<file path="src/core/ige_cfg.svh">
// constants for the gray relative encoder: sizes, codes, reset values
// assumes inclusion by bare name from the package and design files
`ifndef IGE_CFG_SVH
`define IGE_CFG_SVH
// positions per revolution and derived geometry
`define IGE_POS_PER_REV 32
`define IGE_TARGETS (`IGE_POS_PER_REV / 4)
`define IGE_STATES_PER_TARGET 4
// coil separation in hundredths of a degree, 360 deg / N
`define IGE_FULL_TURN 36000
`define IGE_COIL_SEP (`IGE_FULL_TURN / `IGE_POS_PER_REV)
// gray codes of coil A, coil B for positions one to four
`define IGE_GRAY_P1 2'h2
`define IGE_GRAY_P2 2'h3
`define IGE_GRAY_P3 2'h1
`define IGE_GRAY_P4 2'h0
// widths and reset values
`define IGE_CNT_W 16
`define IGE_ANG_W 16
`define IGE_IDX_W 5
`define IGE_CNT_RST 16'h0000
`define IGE_ANG_RST 16'h0000
`define IGE_IDX_RST 5'h00
`endif

</file>
<file path="src/core/ige_pkg.sv">
// types for the gray relative encoder
// assumes ige_cfg.svh on the include path
`default_nettype none
`include "ige_cfg.svh"
package ige_pkg;
	// coil states from the channel logic, 1 = covered
	typedef struct packed {
		logic coilA;
		logic coilARef;
		logic coilB;
		logic coilBRef;
	} ige_coils_s;
	// results to the output logic
	typedef struct packed {
		logic [`IGE_CNT_W-1:0] count;
		logic [`IGE_ANG_W-1:0] angle;
		logic stepUp;
		logic stepDown;
		logic refFault;
	} ige_result_s;
	typedef enum logic [1:0] {
		IGE_S_INIT,
		IGE_S_RUN
	} ige_state_e;
endpackage : ige_pkg
`default_nettype wire

</file>
<file path="src/core/ige_encoder.sv">
// gray decoder turning coil states into relative count and angle
// assumes coil inputs arrive asynchronously from the sensing channels
//
// Operation
// [RL1] coil bit is 1 when fully covered by the target, 0 when clear
// [RL2] two coils give four positions 90 deg apart: 10, 11, 01, 00
// [RL3] N positions: coil separation 360/N, target span twice that, N/4 targets
// [RL4] each target yields four gray states; eight targets give 32 positions
// [RL5] equivalent coil placements every four separations decode identically
// [RL6] with reference coils enabled each must read inverse of its main coil
// [RL7] reference mode states A,Aref,B,Bref: 0101, 1001, 1010, 0110
// [RL8] counter moves by exactly one per detected step, sign by direction
// [RL9] angle stays within one turn, always a multiple of coil separation
// [RL10] encoder channels take one event type: covered when enter threshold crossed
// [RL11] forward gray step increments, reverse decrements, double change ignored
`include "ige_cfg.svh"
`timescale 1ns/1ns
`default_nettype none
module ige_encoder (
	// clock and reset
	input wire logic clk,
	input wire logic rst_n,
	// coil covered states from the channel logic, plus mode
	input wire ige_pkg::ige_coils_s coils,
	input wire logic refEnable,
	// results
	output ige_pkg::ige_result_s result
);
	logic [1:0] rstSync;
	logic rstInt;
	ige_pkg::ige_coils_s coilMeta;
	ige_pkg::ige_coils_s coilSync;
	logic [1:0] syncFill;
	ige_pkg::ige_state_e state;
	logic [1:0] prevCode;
	logic [`IGE_IDX_W-1:0] posIdx;
	logic [`IGE_CNT_W-1:0] count;
	logic [`IGE_ANG_W-1:0] angle;
	logic stepUp;
	logic stepDown;
	logic refFault;

	// reset release through two flops
	always_ff @(posedge clk or negedge rst_n)
	begin
		if (!rst_n)
			rstSync <= 2'h0;
		else
			rstSync <= {rstSync[0], 1'b1};
	end
	assign rstInt = rstSync[1];

	// coil inputs pass two flops before any decoding
	always_ff @(posedge clk or negedge rstInt)
	begin
		if (!rstInt)
		begin
			coilMeta <= 4'h0;
			coilSync <= 4'h0;
			syncFill <= 2'h0;
		end
		else
		begin
			coilMeta <= coils;
			coilSync <= coilMeta;
			syncFill <= {syncFill[0], 1'b1}; // marks real samples in the pair
		end
	end

	// covered bit is used as-is: one event type per encoder coil
	wire logic a = coilSync.coilA; // RL1 RL10
	wire logic b = coilSync.coilB; // RL1 RL10
	// reference coils must read inverse of their main coils
	wire logic refOk = (coilSync.coilARef == ~a) &&
		(coilSync.coilBRef == ~b); // RL6
	// in reference mode the gray code is (A,B) shifted: 00,10,11,01 is 0..270
	// which is the two-coil sequence read one step earlier
	wire logic [1:0] code = {a, b}; // RL7
	wire logic codeValid = !refEnable || refOk; // RL6
	// the sync pair still holds its reset zeros for two cycles; seeding
	// from those would count a false step once the real coils arrive
	wire logic syncReady = syncFill[1];

	// forward order 10 -> 11 -> 01 -> 00 -> 10
	function automatic logic [1:0] ige_next_fwd(input logic [1:0] c);
		case (c)
			`IGE_GRAY_P1: ige_next_fwd = `IGE_GRAY_P2;
			`IGE_GRAY_P2: ige_next_fwd = `IGE_GRAY_P3;
			`IGE_GRAY_P3: ige_next_fwd = `IGE_GRAY_P4;
			default: ige_next_fwd = `IGE_GRAY_P1;
		endcase
	endfunction : ige_next_fwd

	// direction decode; a double change matches neither and is ignored
	wire logic changed = (code != prevCode);
	wire logic isFwd = changed && (code == ige_next_fwd(prevCode)); // RL2 RL11
	wire logic isRev = changed && (prevCode == ige_next_fwd(code)); // RL11
	// placement at any 4n separation repeats the same four-state cycle
	wire logic doUp = codeValid && isFwd; // RL5
	wire logic doDown = codeValid && isRev; // RL5
	// position index wraps after N = 4 states x N/4 targets
	wire logic [`IGE_IDX_W-1:0] next_posIdx = doUp ? posIdx + 1'b1 :
		doDown ? posIdx - 1'b1 : posIdx; // RL3 RL4
	wire logic [`IGE_CNT_W-1:0] next_count = doUp ? count + 1'b1 :
		doDown ? count - 1'b1 : count; // RL8
	// angle in hundredths of a degree, index times coil separation
	wire logic [31:0] angleWide = next_posIdx * `IGE_COIL_SEP; // RL9
	wire logic [`IGE_ANG_W-1:0] next_angle = angleWide[`IGE_ANG_W-1:0];

	// tracking state: first valid code seeds without counting
	always_ff @(posedge clk or negedge rstInt)
	begin
		if (!rstInt)
		begin
			state <= ige_pkg::IGE_S_INIT;
			prevCode <= 2'h0;
			posIdx <= `IGE_IDX_RST;
			count <= `IGE_CNT_RST;
			angle <= `IGE_ANG_RST;
			stepUp <= 1'b0;
			stepDown <= 1'b0;
			refFault <= 1'b0;
		end
		else
		begin
			refFault <= refEnable && !refOk;
			case (state)
				ige_pkg::IGE_S_INIT:
				begin
					stepUp <= 1'b0;
					stepDown <= 1'b0;
					if (codeValid && syncReady)
					begin
						prevCode <= code;
						state <= ige_pkg::IGE_S_RUN;
					end
				end
				ige_pkg::IGE_S_RUN:
				begin
					stepUp <= doUp;
					stepDown <= doDown;
					if (codeValid)
						prevCode <= code;
					posIdx <= next_posIdx;
					count <= next_count;
					angle <= next_angle;
				end
				default:
					state <= ige_pkg::IGE_S_INIT;
			endcase
		end
	end

	// results leave straight from flops
	always_comb
	begin
		result.count = count;
		result.angle = angle;
		result.stepUp = stepUp;
		result.stepDown = stepDown;
		result.refFault = refFault;
	end
endmodule : ige_encoder
`default_nettype wire

</file>
<file path="config.mk">
export PLATFORM = sky130hd
export DESIGN_NAME = ige_encoder
export DESIGN_NICKNAME = d
export VERILOG_FILES = /design/src/core/ige_pkg.sv /design/src/core/ige_encoder.sv
export VERILOG_INCLUDE_DIRS = /design/src /design/src/core
export SDC_FILE = /design/constraint.sdc
export NUM_CORES = 1
export LEC_CHECK = 0
export BUFFER_PORTS_ARGS = -buffer_cell sky130_fd_sc_hd__buf_4
export CAP_MARGIN = 10
export CORE_MARGIN = 3
export CORE_UTILIZATION = 25
export CTS_CLUSTER_SIZE = 10
export DETAILED_ROUTE_END_ITERATION = 10
export GPL_TIMING_DRIVEN = 1
export PLACE_DENSITY_LB_ADDON = 0.1
export SETUP_SLACK_MARGIN = 0.3
export SKIP_CTS_REPAIR_TIMING = 1
export SLEW_MARGIN = 10
export SYNTH_ARGS = -nofsm -noshare
export SYNTH_HDL_FRONTEND = slang
export SYNTH_SLANG_ARGS = --single-unit
export TNS_END_PERCENT = 10
</file>
<file path="constraint.sdc">
create_clock -name clk -period 2 [get_ports clk]
set_input_delay 0.4 -clock clk [delete_from_list [all_inputs] [get_ports clk]]
set_output_delay 0.4 -clock clk [all_outputs]
set_load 0.1 [all_outputs]
</file>
==> results of run 1 <==
[cell type report]
type	count	area (um^2)
repair buffers	150	1152
inverters	21	78.83
clock buffers	5	125.1
multi-input cells	254	2296
clock inverters	3	28.78
well taps	176	220.2
flip-flops and latches	53	1334
fillers	1319	8060
[worst max path at each step]
stage           startpoint  cells after the start                    end  slack, ns
4_1_cts        a$_DFF_PN0_                     19  angle[14]$_DFFE_PN0P_      -1.79
3_3_place_gp   a$_DFF_PN0_                     19  angle[14]$_DFFE_PN0P_      -1.78
3_5_place_dp   a$_DFF_PN0_                     19  angle[14]$_DFFE_PN0P_      -1.76
6_report       b$_DFF_PN0_                     18  angle[14]$_DFFE_PN0P_      -1.70
5_1_grt        b$_DFF_PN0_                     18  angle[14]$_DFFE_PN0P_      -1.88
2_1_floorplan  a$_DFF_PN0_                     18  angle[14]$_DFFE_PN0P_      -1.64
[critical path: stages, from the launching register on]
cell and delay (ns):
dfrtp_2 0.46, xnor2_2 0.16, o21ai_4 0.23, inv_2 0.08, o211ai_2 0.21, a21oi_2 0.09, xor2_2 0.21, ha_2 0.24
ha_4 0.12, inv_2 0.03, fa_1 0.48, inv_2 0.05, ha_4 0.28, nor2b_4 0.18, nor3_4 0.07, o31ai_2 0.21
nand2_1 0.09, xnor2_1 0.14, mux2_4 0.25
[metrics by stage]
step	utilization	setup WS [ns]	TNS (ns)
2_1_floorplan	-	-1.641	-28.30
3_3_place_gp	0.3583	-1.775	-32.14
3_5_place_dp	0.3583	-1.761	-32.21
4_1_cts	0.3698	-1.792	-32.85
5_1_grt	0.3938	-1.875	-34.13
6_report	0.3938	-1.704	-29.45
[flip-flops by register name, summed over array words and instances, names as in the netlist]
| register | flops |
|---|---|
| a | 1 |
| posIdx | 5 |
| prevCode | 2 |
| count | 16 |
| coilMeta | 4 |
| rstSync | 2 |
| stepDown | 1 |
| b | 1 |
| angle | 14 |
| refFault | 1 |
| stepUp | 1 |
| syncFill | 2 |
| state | 1 |
| coilSync | 2 |
[cells by family (layout without fill, tap and decap cells)]
family,Yosys count,count (layout),synth area share
other,1,2,0.001099
adders and majority gates,43,43,0.1643
AOI/OAI and AO/OA,82,82,0.1636
xor gates and xnor gates,35,35,0.09424
and+or+nand+nor,79,79,0.1045
DFF,53,53,0.3887
buffers and inverters,31,179,0.03960
muxes,13,13,0.04400
[metal layers]
metal  global-route usage  part of all wire  vias up  routed length, um
li1                     -                 -     1475                  -
met1               0.1545              0.47     1318               3923
met2               0.1944              0.48       37               3969
met3              0.03641             0.041        8                345
met4              0.03009             0.011        0                 94
met5                    0                 0        -                  0
[cells in the mapped netlist (2+ instances only)]
cell | instances | area share
and2_1 | 2 | 0.0037
nor3_1 | 8 | 0.012
a211oi_1 | 3 | 0.0066
inv_1 | 20 | 0.022
xnor2_1 | 21 | 0.054
nor2b_1 | 4 | 0.0073
a211oi_2 | 2 | 0.0073
xor2_2 | 2 | 0.0095
a21oi_1 | 20 | 0.029
o21a_1 | 4 | 0.0088
nor2_1 | 23 | 0.025
o21ai_2 | 2 | 0.0051
o31ai_1 | 4 | 0.0088
buf_4 | 5 | 0.011
o41ai_1 | 2 | 0.0051
ha_1 | 40 | 0.15
nand2b_1 | 2 | 0.0037
xor2_1 | 12 | 0.031
a31oi_1 | 2 | 0.0037
or3_1 | 3 | 0.0055
nand2_1 | 28 | 0.031
mux2_2 | 12 | 0.040
fa_1 | 3 | 0.018
nand3_1 | 5 | 0.0073
clkbuf_1 | 4 | 0.0044
o211ai_2 | 2 | 0.0073
o21ai_0 | 20 | 0.029
a21o_1 | 8 | 0.018
dfrtp_1 | 53 | 0.39
==> metrics.txt, run 1 <==
# TYPE chip_impl_metric gauge
chip_impl_metric{name="postSynthRegisterBits",unit=""} 53
chip_impl_info{name="worstReg2RegEnd",value="angle[14]$_DFFE_PN0P_"} 1
chip_impl_info{name="crit_path_start_kind",value="flip-flop"} 1
chip_impl_metric{name="final_hold_viol_count",unit=""} 0
chip_impl_metric{name="postSynthAreaPerCell",unit="um^2"} 10.12
chip_impl_metric{name="setup_viol",unit=""} 28
chip_impl_metric{name="design_area",unit="mm^2"} 0.005235
chip_impl_metric{name="wire_length_of_the_first_global_routing_pass",unit="mm"} 14.03
chip_impl_metric{name="max_clock_freq",unit="MHz"} 270.0
chip_impl_info{name="worstSetupPathType",value="reg2reg"} 1
chip_impl_metric{name="globalRouteTotalUtil",unit=""} 0.1194
chip_impl_metric{name="place_hpwl",unit="mm"} 6.433
chip_impl_metric{name="postSynth.asyncResetShare",unit=""} 1.000
chip_impl_metric{name="placement.io_buffers",unit=""} 41
chip_impl_info{name="failed_checks",value="setup timing"} 1
chip_impl_metric{name="drt_first_pass_iters",unit=""} 4
chip_impl_metric{name="cp.required",unit="ns"} 2.20
chip_impl_metric{name="setup_slack_after_layout",unit="ns"} -1.704
chip_impl_metric{name="slew_headroom",unit=""} 0.6392
chip_impl_metric{name="ys_types",unit=""} 50
chip_impl_metric{name="drv_slew",unit=""} 0
chip_impl_metric{name="layout-drive-gt1-share",unit=""} 0.4897
chip_impl_info{name="clockRootBuffer",value="clkbuf_16"} 1
chip_impl_metric{name="worst_clock_skew",unit="ns"} 0.007618
chip_impl_metric{name="synth_area",unit="mm^2"} 0.003412
chip_impl_metric{name="clockBufferDepth",unit=""} 2
chip_impl_metric{name="cts_inserted_buffers",unit=""} 5
chip_impl_info{name="min_from",value="coils[0]"} 1
chip_impl_info{name="layout_common_cells",value="145 x buf_4, 47 x dfrtp_1, 30 x ha_1"} 1
chip_impl_metric{name="via_per_inst",unit=""} 4.287
chip_impl_metric{name="fin_worst_hold_slack",unit="ns"} 0.1891
chip_impl_metric{name="maximum_number_of_pins_on_one_net_before_global_route_repair",unit=""} 29
chip_impl_info{name="run_status",value="finished, violations left"} 1
chip_impl_metric{name="die_width",unit="um"} 122.8
chip_impl_metric{name="fin_crit_sh",unit=""} 1.852
chip_impl_metric{name="clk_pin_slew_worst_paths",unit="ns"} 0.08
chip_impl_info{name="ys_dominant_reg_cell",value="dfrtp_1"} 1
chip_impl_metric{name="timing_worst_slew_pin_value",unit="ns"} 0.5411
chip_impl_metric{name="synth_sequential_area_ratio",unit=""} 0.3887
chip_impl_metric{name="die_area",unit="mm^2"} 0.01509
chip_impl_metric{name="grt_antenna_before_repair",unit=""} 0
chip_impl_metric{name="num-nets-final",unit=""} 535
chip_impl_metric{name="r2r_slack",unit="ns"} -1.70
chip_impl_metric{name="placedCellCount",unit=""} 649
chip_impl_metric{name="drc_violations",unit=""} 0
chip_impl_info{name="tritoncts",value="yes"} 1
chip_impl_metric{name="hold_path_cell_cnt",unit=""} 1
chip_impl_metric{name="antennaDiodeCount",unit=""} 0
chip_impl_metric{name="wire_per_inst",unit="um"} 12.59
chip_impl_info{name="worstReg2RegStart",value="b$_DFF_PN0_"} 1
chip_impl_metric{name="drt_wl_total",unit="mm"} 8.333
chip_impl_info{name="worstHoldEndpoint",value="coilMeta[0]$_DFF_PN0_"} 1
chip_impl_metric{name="global_route.overflow_total",unit=""} 0
chip_impl_metric{name="via_count",unit=""} 2838
chip_impl_metric{name="synth-edff-count",unit=""} 0
chip_impl_metric{name="die_h",unit="um"} 122.8
chip_impl_metric{name="cts_num_sinks",unit=""} 53
chip_impl_metric{name="clock_insertion_delay_worst_skew",unit="ns"} 0.31
chip_impl_info{name="grt_setup_unrepaired",value="yes"} 1
chip_impl_metric{name="core_area",unit="mm^2"} 0.01330
chip_impl_metric{name="detail_route_antenna_nets",unit=""} 0
chip_impl_metric{name="growth_of_design_area_from_synthesis_to_finish",unit="%"} 53.43
chip_impl_metric{name="worst-path-max-fanout",unit=""} 4
chip_impl_info{name="layout_commonest_cell",value="buf_4"} 1
chip_impl_metric{name="final_wtd_congestion",unit=""} 0.8296
chip_impl_metric{name="timing.max_cap.violations",unit=""} 0
chip_impl_metric{name="dpl-instance-area",unit="mm^2"} 0.004763
chip_impl_metric{name="worst-r2r-cell-count",unit=""} 18
chip_impl_metric{name="initialDrtViolationCount",unit=""} 64
chip_impl_metric{name="arrival",unit="ns"} 3.90
chip_impl_metric{name="rows",unit=""} 42
chip_impl_metric{name="htree_levels",unit=""} 2
chip_impl_metric{name="syn_inst",unit=""} 337
chip_impl_metric{name="num_io_pins",unit=""} 42
chip_impl_metric{name="finalNonFillerCells",unit=""} 662
chip_impl_metric{name="vias_in_the_first_global_route",unit=""} 2906
chip_impl_metric{name="min_period",unit="ns"} 3.704
chip_impl_info{name="worstSetupEndpointType",value="flip-flop"} 1
chip_impl_info{name="worst_hold_path_type",value="in2reg"} 1
chip_impl_metric{name="ys_warn_count",unit=""} 0
chip_impl_metric{name="initial_core_util",unit=""} 0.2566
Power of run 1 is not shown: default switching activity piles up to over one toggle a cycle in this logic, so the estimate is an artifact.
==> inputs of run 2 (changes only) <==
--- a/config.mk
+++ b/config.mk
@@ -10,8 +10,8 @@
 export CAP_MARGIN = 10
 export CORE_MARGIN = 3
-export CORE_UTILIZATION = 25
+export CORE_UTILIZATION = 58
 export CTS_CLUSTER_SIZE = 10
 export DETAILED_ROUTE_END_ITERATION = 10
-export GPL_TIMING_DRIVEN = 1
+export GPL_TIMING_DRIVEN = 0
 export PLACE_DENSITY_LB_ADDON = 0.1
 export SETUP_SLACK_MARGIN = 0.3
==> constraint.sdc (replaced) <==
create_clock -name clk -period 2 [get_ports clk]
set_input_delay 0.4 -clock clk [delete_from_list [all_inputs] [get_ports clk]]
set_output_delay 0.4 -clock clk [all_outputs]
set_load 0.005 [all_outputs]
==> run 2 against run 1 <==
Sequential share of layout area increased by 4.1 points. Non-clock buffer count decreased by 77. Critical path depth unchanged. Clock skew increased by 0.0061 ns. Global-route usage increased by 9.7 points. Cell area decreased by 14%. Utilization increased by 41 points. The run still ends with setup timing left. Register-to-register slack got worse by 0.14 ns. First-iteration DRC count increased by 100%. Count of clock-buffer cells in the layout unchanged. Worst hold slack got worse by 0.0053 ns.
==> metrics.txt, run 2 (synthesis results as in run 1) <==
# TYPE chip_impl_metric gauge
chip_impl_metric{name="htree_levels",unit=""} 2
chip_impl_metric{name="max_clock_freq",unit="MHz"} 260.4
chip_impl_metric{name="grt_antenna_before_repair",unit=""} 0
chip_impl_metric{name="clockBufferDepth",unit=""} 2
chip_impl_metric{name="place_hpwl",unit="mm"} 5.056
chip_impl_metric{name="final_hold_viol_count",unit=""} 0
chip_impl_metric{name="worst-path-buf-inv",unit=""} 4
chip_impl_metric{name="timing_worst_slew_pin_value",unit="ns"} 0.6144
chip_impl_metric{name="drt_wl_total",unit="mm"} 7.681
chip_impl_info{name="layout_common_cells",value="65 x buf_4, 50 x dfrtp_1, 31 x ha_1"} 1
chip_impl_metric{name="growth_of_design_area_from_synthesis_to_finish",unit="%"} 31.65
chip_impl_metric{name="drv_slew",unit=""} 0
chip_impl_info{name="failed_checks",value="setup timing"} 1
chip_impl_metric{name="die_h",unit="um"} 82.70
chip_impl_info{name="max_flop_register",value="count"} 1
chip_impl_metric{name="placedCellCount",unit=""} 452
chip_impl_metric{name="min_period",unit="ns"} 3.840
chip_impl_metric{name="final_wtd_congestion",unit=""} 0.8666
chip_impl_metric{name="cp.required",unit="ns"} 2.22
chip_impl_info{name="clockRootBuffer",value="clkbuf_8"} 1
chip_impl_metric{name="via_per_inst",unit=""} 5.631
chip_impl_info{name="largest_registers",value="count: 16 flops, angle: 14 flops, posIdx: 5 flops"} 1
chip_impl_metric{name="cts_num_sinks",unit=""} 53
chip_impl_metric{name="antennaDiodeCount",unit=""} 0
chip_impl_metric{name="via_count",unit=""} 2714
chip_impl_info{name="crit_path_start_kind",value="flip-flop"} 1
chip_impl_info{name="critical_path.cell_chain",value="xnor2_4 -> o21ai_4 -> inv_4 -> o211ai_2 -> a21oi_2 -> xor2_2 -> buf_4 -> ha_4 -> inv_2 -> fa_1 -> inv_2 -> ha_4 -> nor2b_4 -> nor3_4 -> o31ai_2 -> nand2_1 -> xnor2_1 -> mux2_4"} 1
chip_impl_metric{name="setup_slack_after_layout",unit="ns"} -1.840
chip_impl_info{name="worstSetupPathType",value="reg2reg"} 1
chip_impl_metric{name="wire_per_inst",unit="um"} 15.94
chip_impl_metric{name="worst_clock_skew",unit="ns"} 0.01371
chip_impl_metric{name="global_route.overflow_total",unit=""} 0
chip_impl_metric{name="drc_violations",unit=""} 0
chip_impl_metric{name="maximum_number_of_pins_on_one_net_before_global_route_repair",unit=""} 32
chip_impl_info{name="tritoncts",value="yes"} 1
chip_impl_info{name="layout_commonest_cell",value="buf_4"} 1
chip_impl_metric{name="wire_length_of_the_first_global_routing_pass",unit="mm"} 11.25
chip_impl_info{name="timing.critical_path.slowest_stage_cell",value="fa_1"} 1
chip_impl_metric{name="layout-drive-gt1-share",unit=""} 0.3756
chip_impl_metric{name="design_area",unit="mm^2"} 0.004492
chip_impl_metric{name="detail_route_antenna_nets",unit=""} 0
chip_impl_metric{name="globalRouteTotalUtil",unit=""} 0.2167
chip_impl_info{name="run_status",value="finished, violations left"} 1
chip_impl_metric{name="arrival",unit="ns"} 4.06
chip_impl_metric{name="fin_crit_sh",unit=""} 1.920
chip_impl_metric{name="initialDrtViolationCount",unit=""} 129
chip_impl_metric{name="drt_first_pass_iters",unit=""} 4
chip_impl_metric{name="die_width",unit="um"} 82.70
chip_impl_metric{name="clock_insertion_delay_worst_skew",unit="ns"} 0.32
chip_impl_metric{name="cts_inserted_buffers",unit=""} 5
chip_impl_metric{name="flip_flop_count_of_the_largest_register_all_copies_and_words_added",unit=""} 16
chip_impl_metric{name="slew_headroom",unit=""} 0.5904
chip_impl_metric{name="initial_core_util",unit=""} 0.6084
chip_impl_info{name="grt_setup_unrepaired",value="yes"} 1
chip_impl_metric{name="slowest_delay",unit="ns"} 0.52
chip_impl_info{name="critical_path.top_delay_family",value="adder cells"} 1
chip_impl_metric{name="die_area",unit="mm^2"} 0.006839
chip_impl_metric{name="placement.io_buffers",unit=""} 41
chip_impl_metric{name="fin_tns_setup",unit="ns"} -29.61
chip_impl_metric{name="dpl-instance-area",unit="mm^2"} 0.003916
chip_impl_metric{name="vias_in_the_first_global_route",unit=""} 2577
chip_impl_metric{name="core_area",unit="mm^2"} 0.005608
chip_impl_metric{name="setup_viol",unit=""} 29
chip_impl_metric{name="rows",unit=""} 27
chip_impl_metric{name="num_io_pins",unit=""} 42
chip_impl_metric{name="clk_pin_slew_worst_paths",unit="ns"} 0.11
chip_impl_metric{name="num-nets-final",unit=""} 459
chip_impl_metric{name="timing.max_cap.violations",unit=""} 0
chip_impl_metric{name="layout.filler_cells",unit=""} 357
chip_impl_metric{name="worst-path-max-fanout",unit=""} 5
chip_impl_metric{name="finalNonFillerCells",unit=""} 482
chip_impl_info{name="worstSetupEndpointType",value="flip-flop"} 1
chip_impl_info{name="worst_hold_path_type",value="in2reg"} 1
==> run 2: routing by layer <==
layer / vias up / global-route usage / wire [um]
met4: 0 / 0.08987 / 134
met5: - / 0 / 0
li1: 1319 / - / -
met2: 62 / 0.3870 / 4088
met3: 9 / 0.03796 / 277
met1: 1324 / 0.2552 / 3180
==> run 2: area by class of cell <==
| type | instances | area, um^2 | area share |
|---|---|---|---|
| Clock inverter | 3 | 28.78 | 0.006407 |
| Multi-Input combinational cell | 255 | 2336 | 0.5201 |
| Inverter | 21 | 81.33 | 0.01811 |
| Clock buffer | 5 | 68.82 | 0.01532 |
| Buffer | 10 | 61.31 | 0.01365 |
| Sequential cell | 53 | 1330 | 0.2961 |
| Timing Repair Buffer | 63 | 495.5 | 0.1103 |
| Tap cell | 72 | 90.09 | 0.02006 |
==> run 2: stage by stage <==
stage / util / setup slack, ns / hold slack, ns
3_3_place_gp: 0.6946 / -1.948 / 0.1825
4_1_cts: 0.7158 / -2.061 / -0.1723
5_1_grt: 0.8010 / -2.043 / 0.1632
2_1_floorplan: - / -1.640 / 0.1044
6_report: 0.8010 / -1.840 / 0.1838
3_5_place_dp: 0.6983 / -2.028 / 0.1831
==> run 2: final timing paths <==
kind	from	to	slack (ns)	cells after the start
min reg2reg	rstSync[1]$_DFF_PN0_	count[7]$_DFFE_PN0P_	0.23	0
max	b$_DFF_PN0_	angle[14]$_DFFE_PN0P_	-1.84	18
max reg2reg	b$_DFF_PN0_	angle[14]$_DFFE_PN0P_	-1.84	18
min in group asynchronous	rstSync[1]$_DFF_PN0_	count[7]$_DFFE_PN0P_	0.23	0
min	coils[0]	coilMeta[0]$_DFF_PN0_	0.18	1
max in group asynchronous	rstSync[1]$_DFF_PN0_	count[11]$_DFFE_PN0P_	1.24	1
==> run 2: worst register-to-register path: cells and delay by family, from the launching register on <==
family / cells / cell delay (ns)
AND/OR/NAND/NOR: 3 / 0.33
adder cells (fa/ha/maj): 3 / 1.05
buffers and inverters: 4 / 0.32
XOR/XNOR: 3 / 0.47
AO/OA/AOI/OAI: 4 / 0.79
multiplexers: 1 / 0.25
flip-flops: 1 / 0.50
Power of run 2 is left out for the same reason.
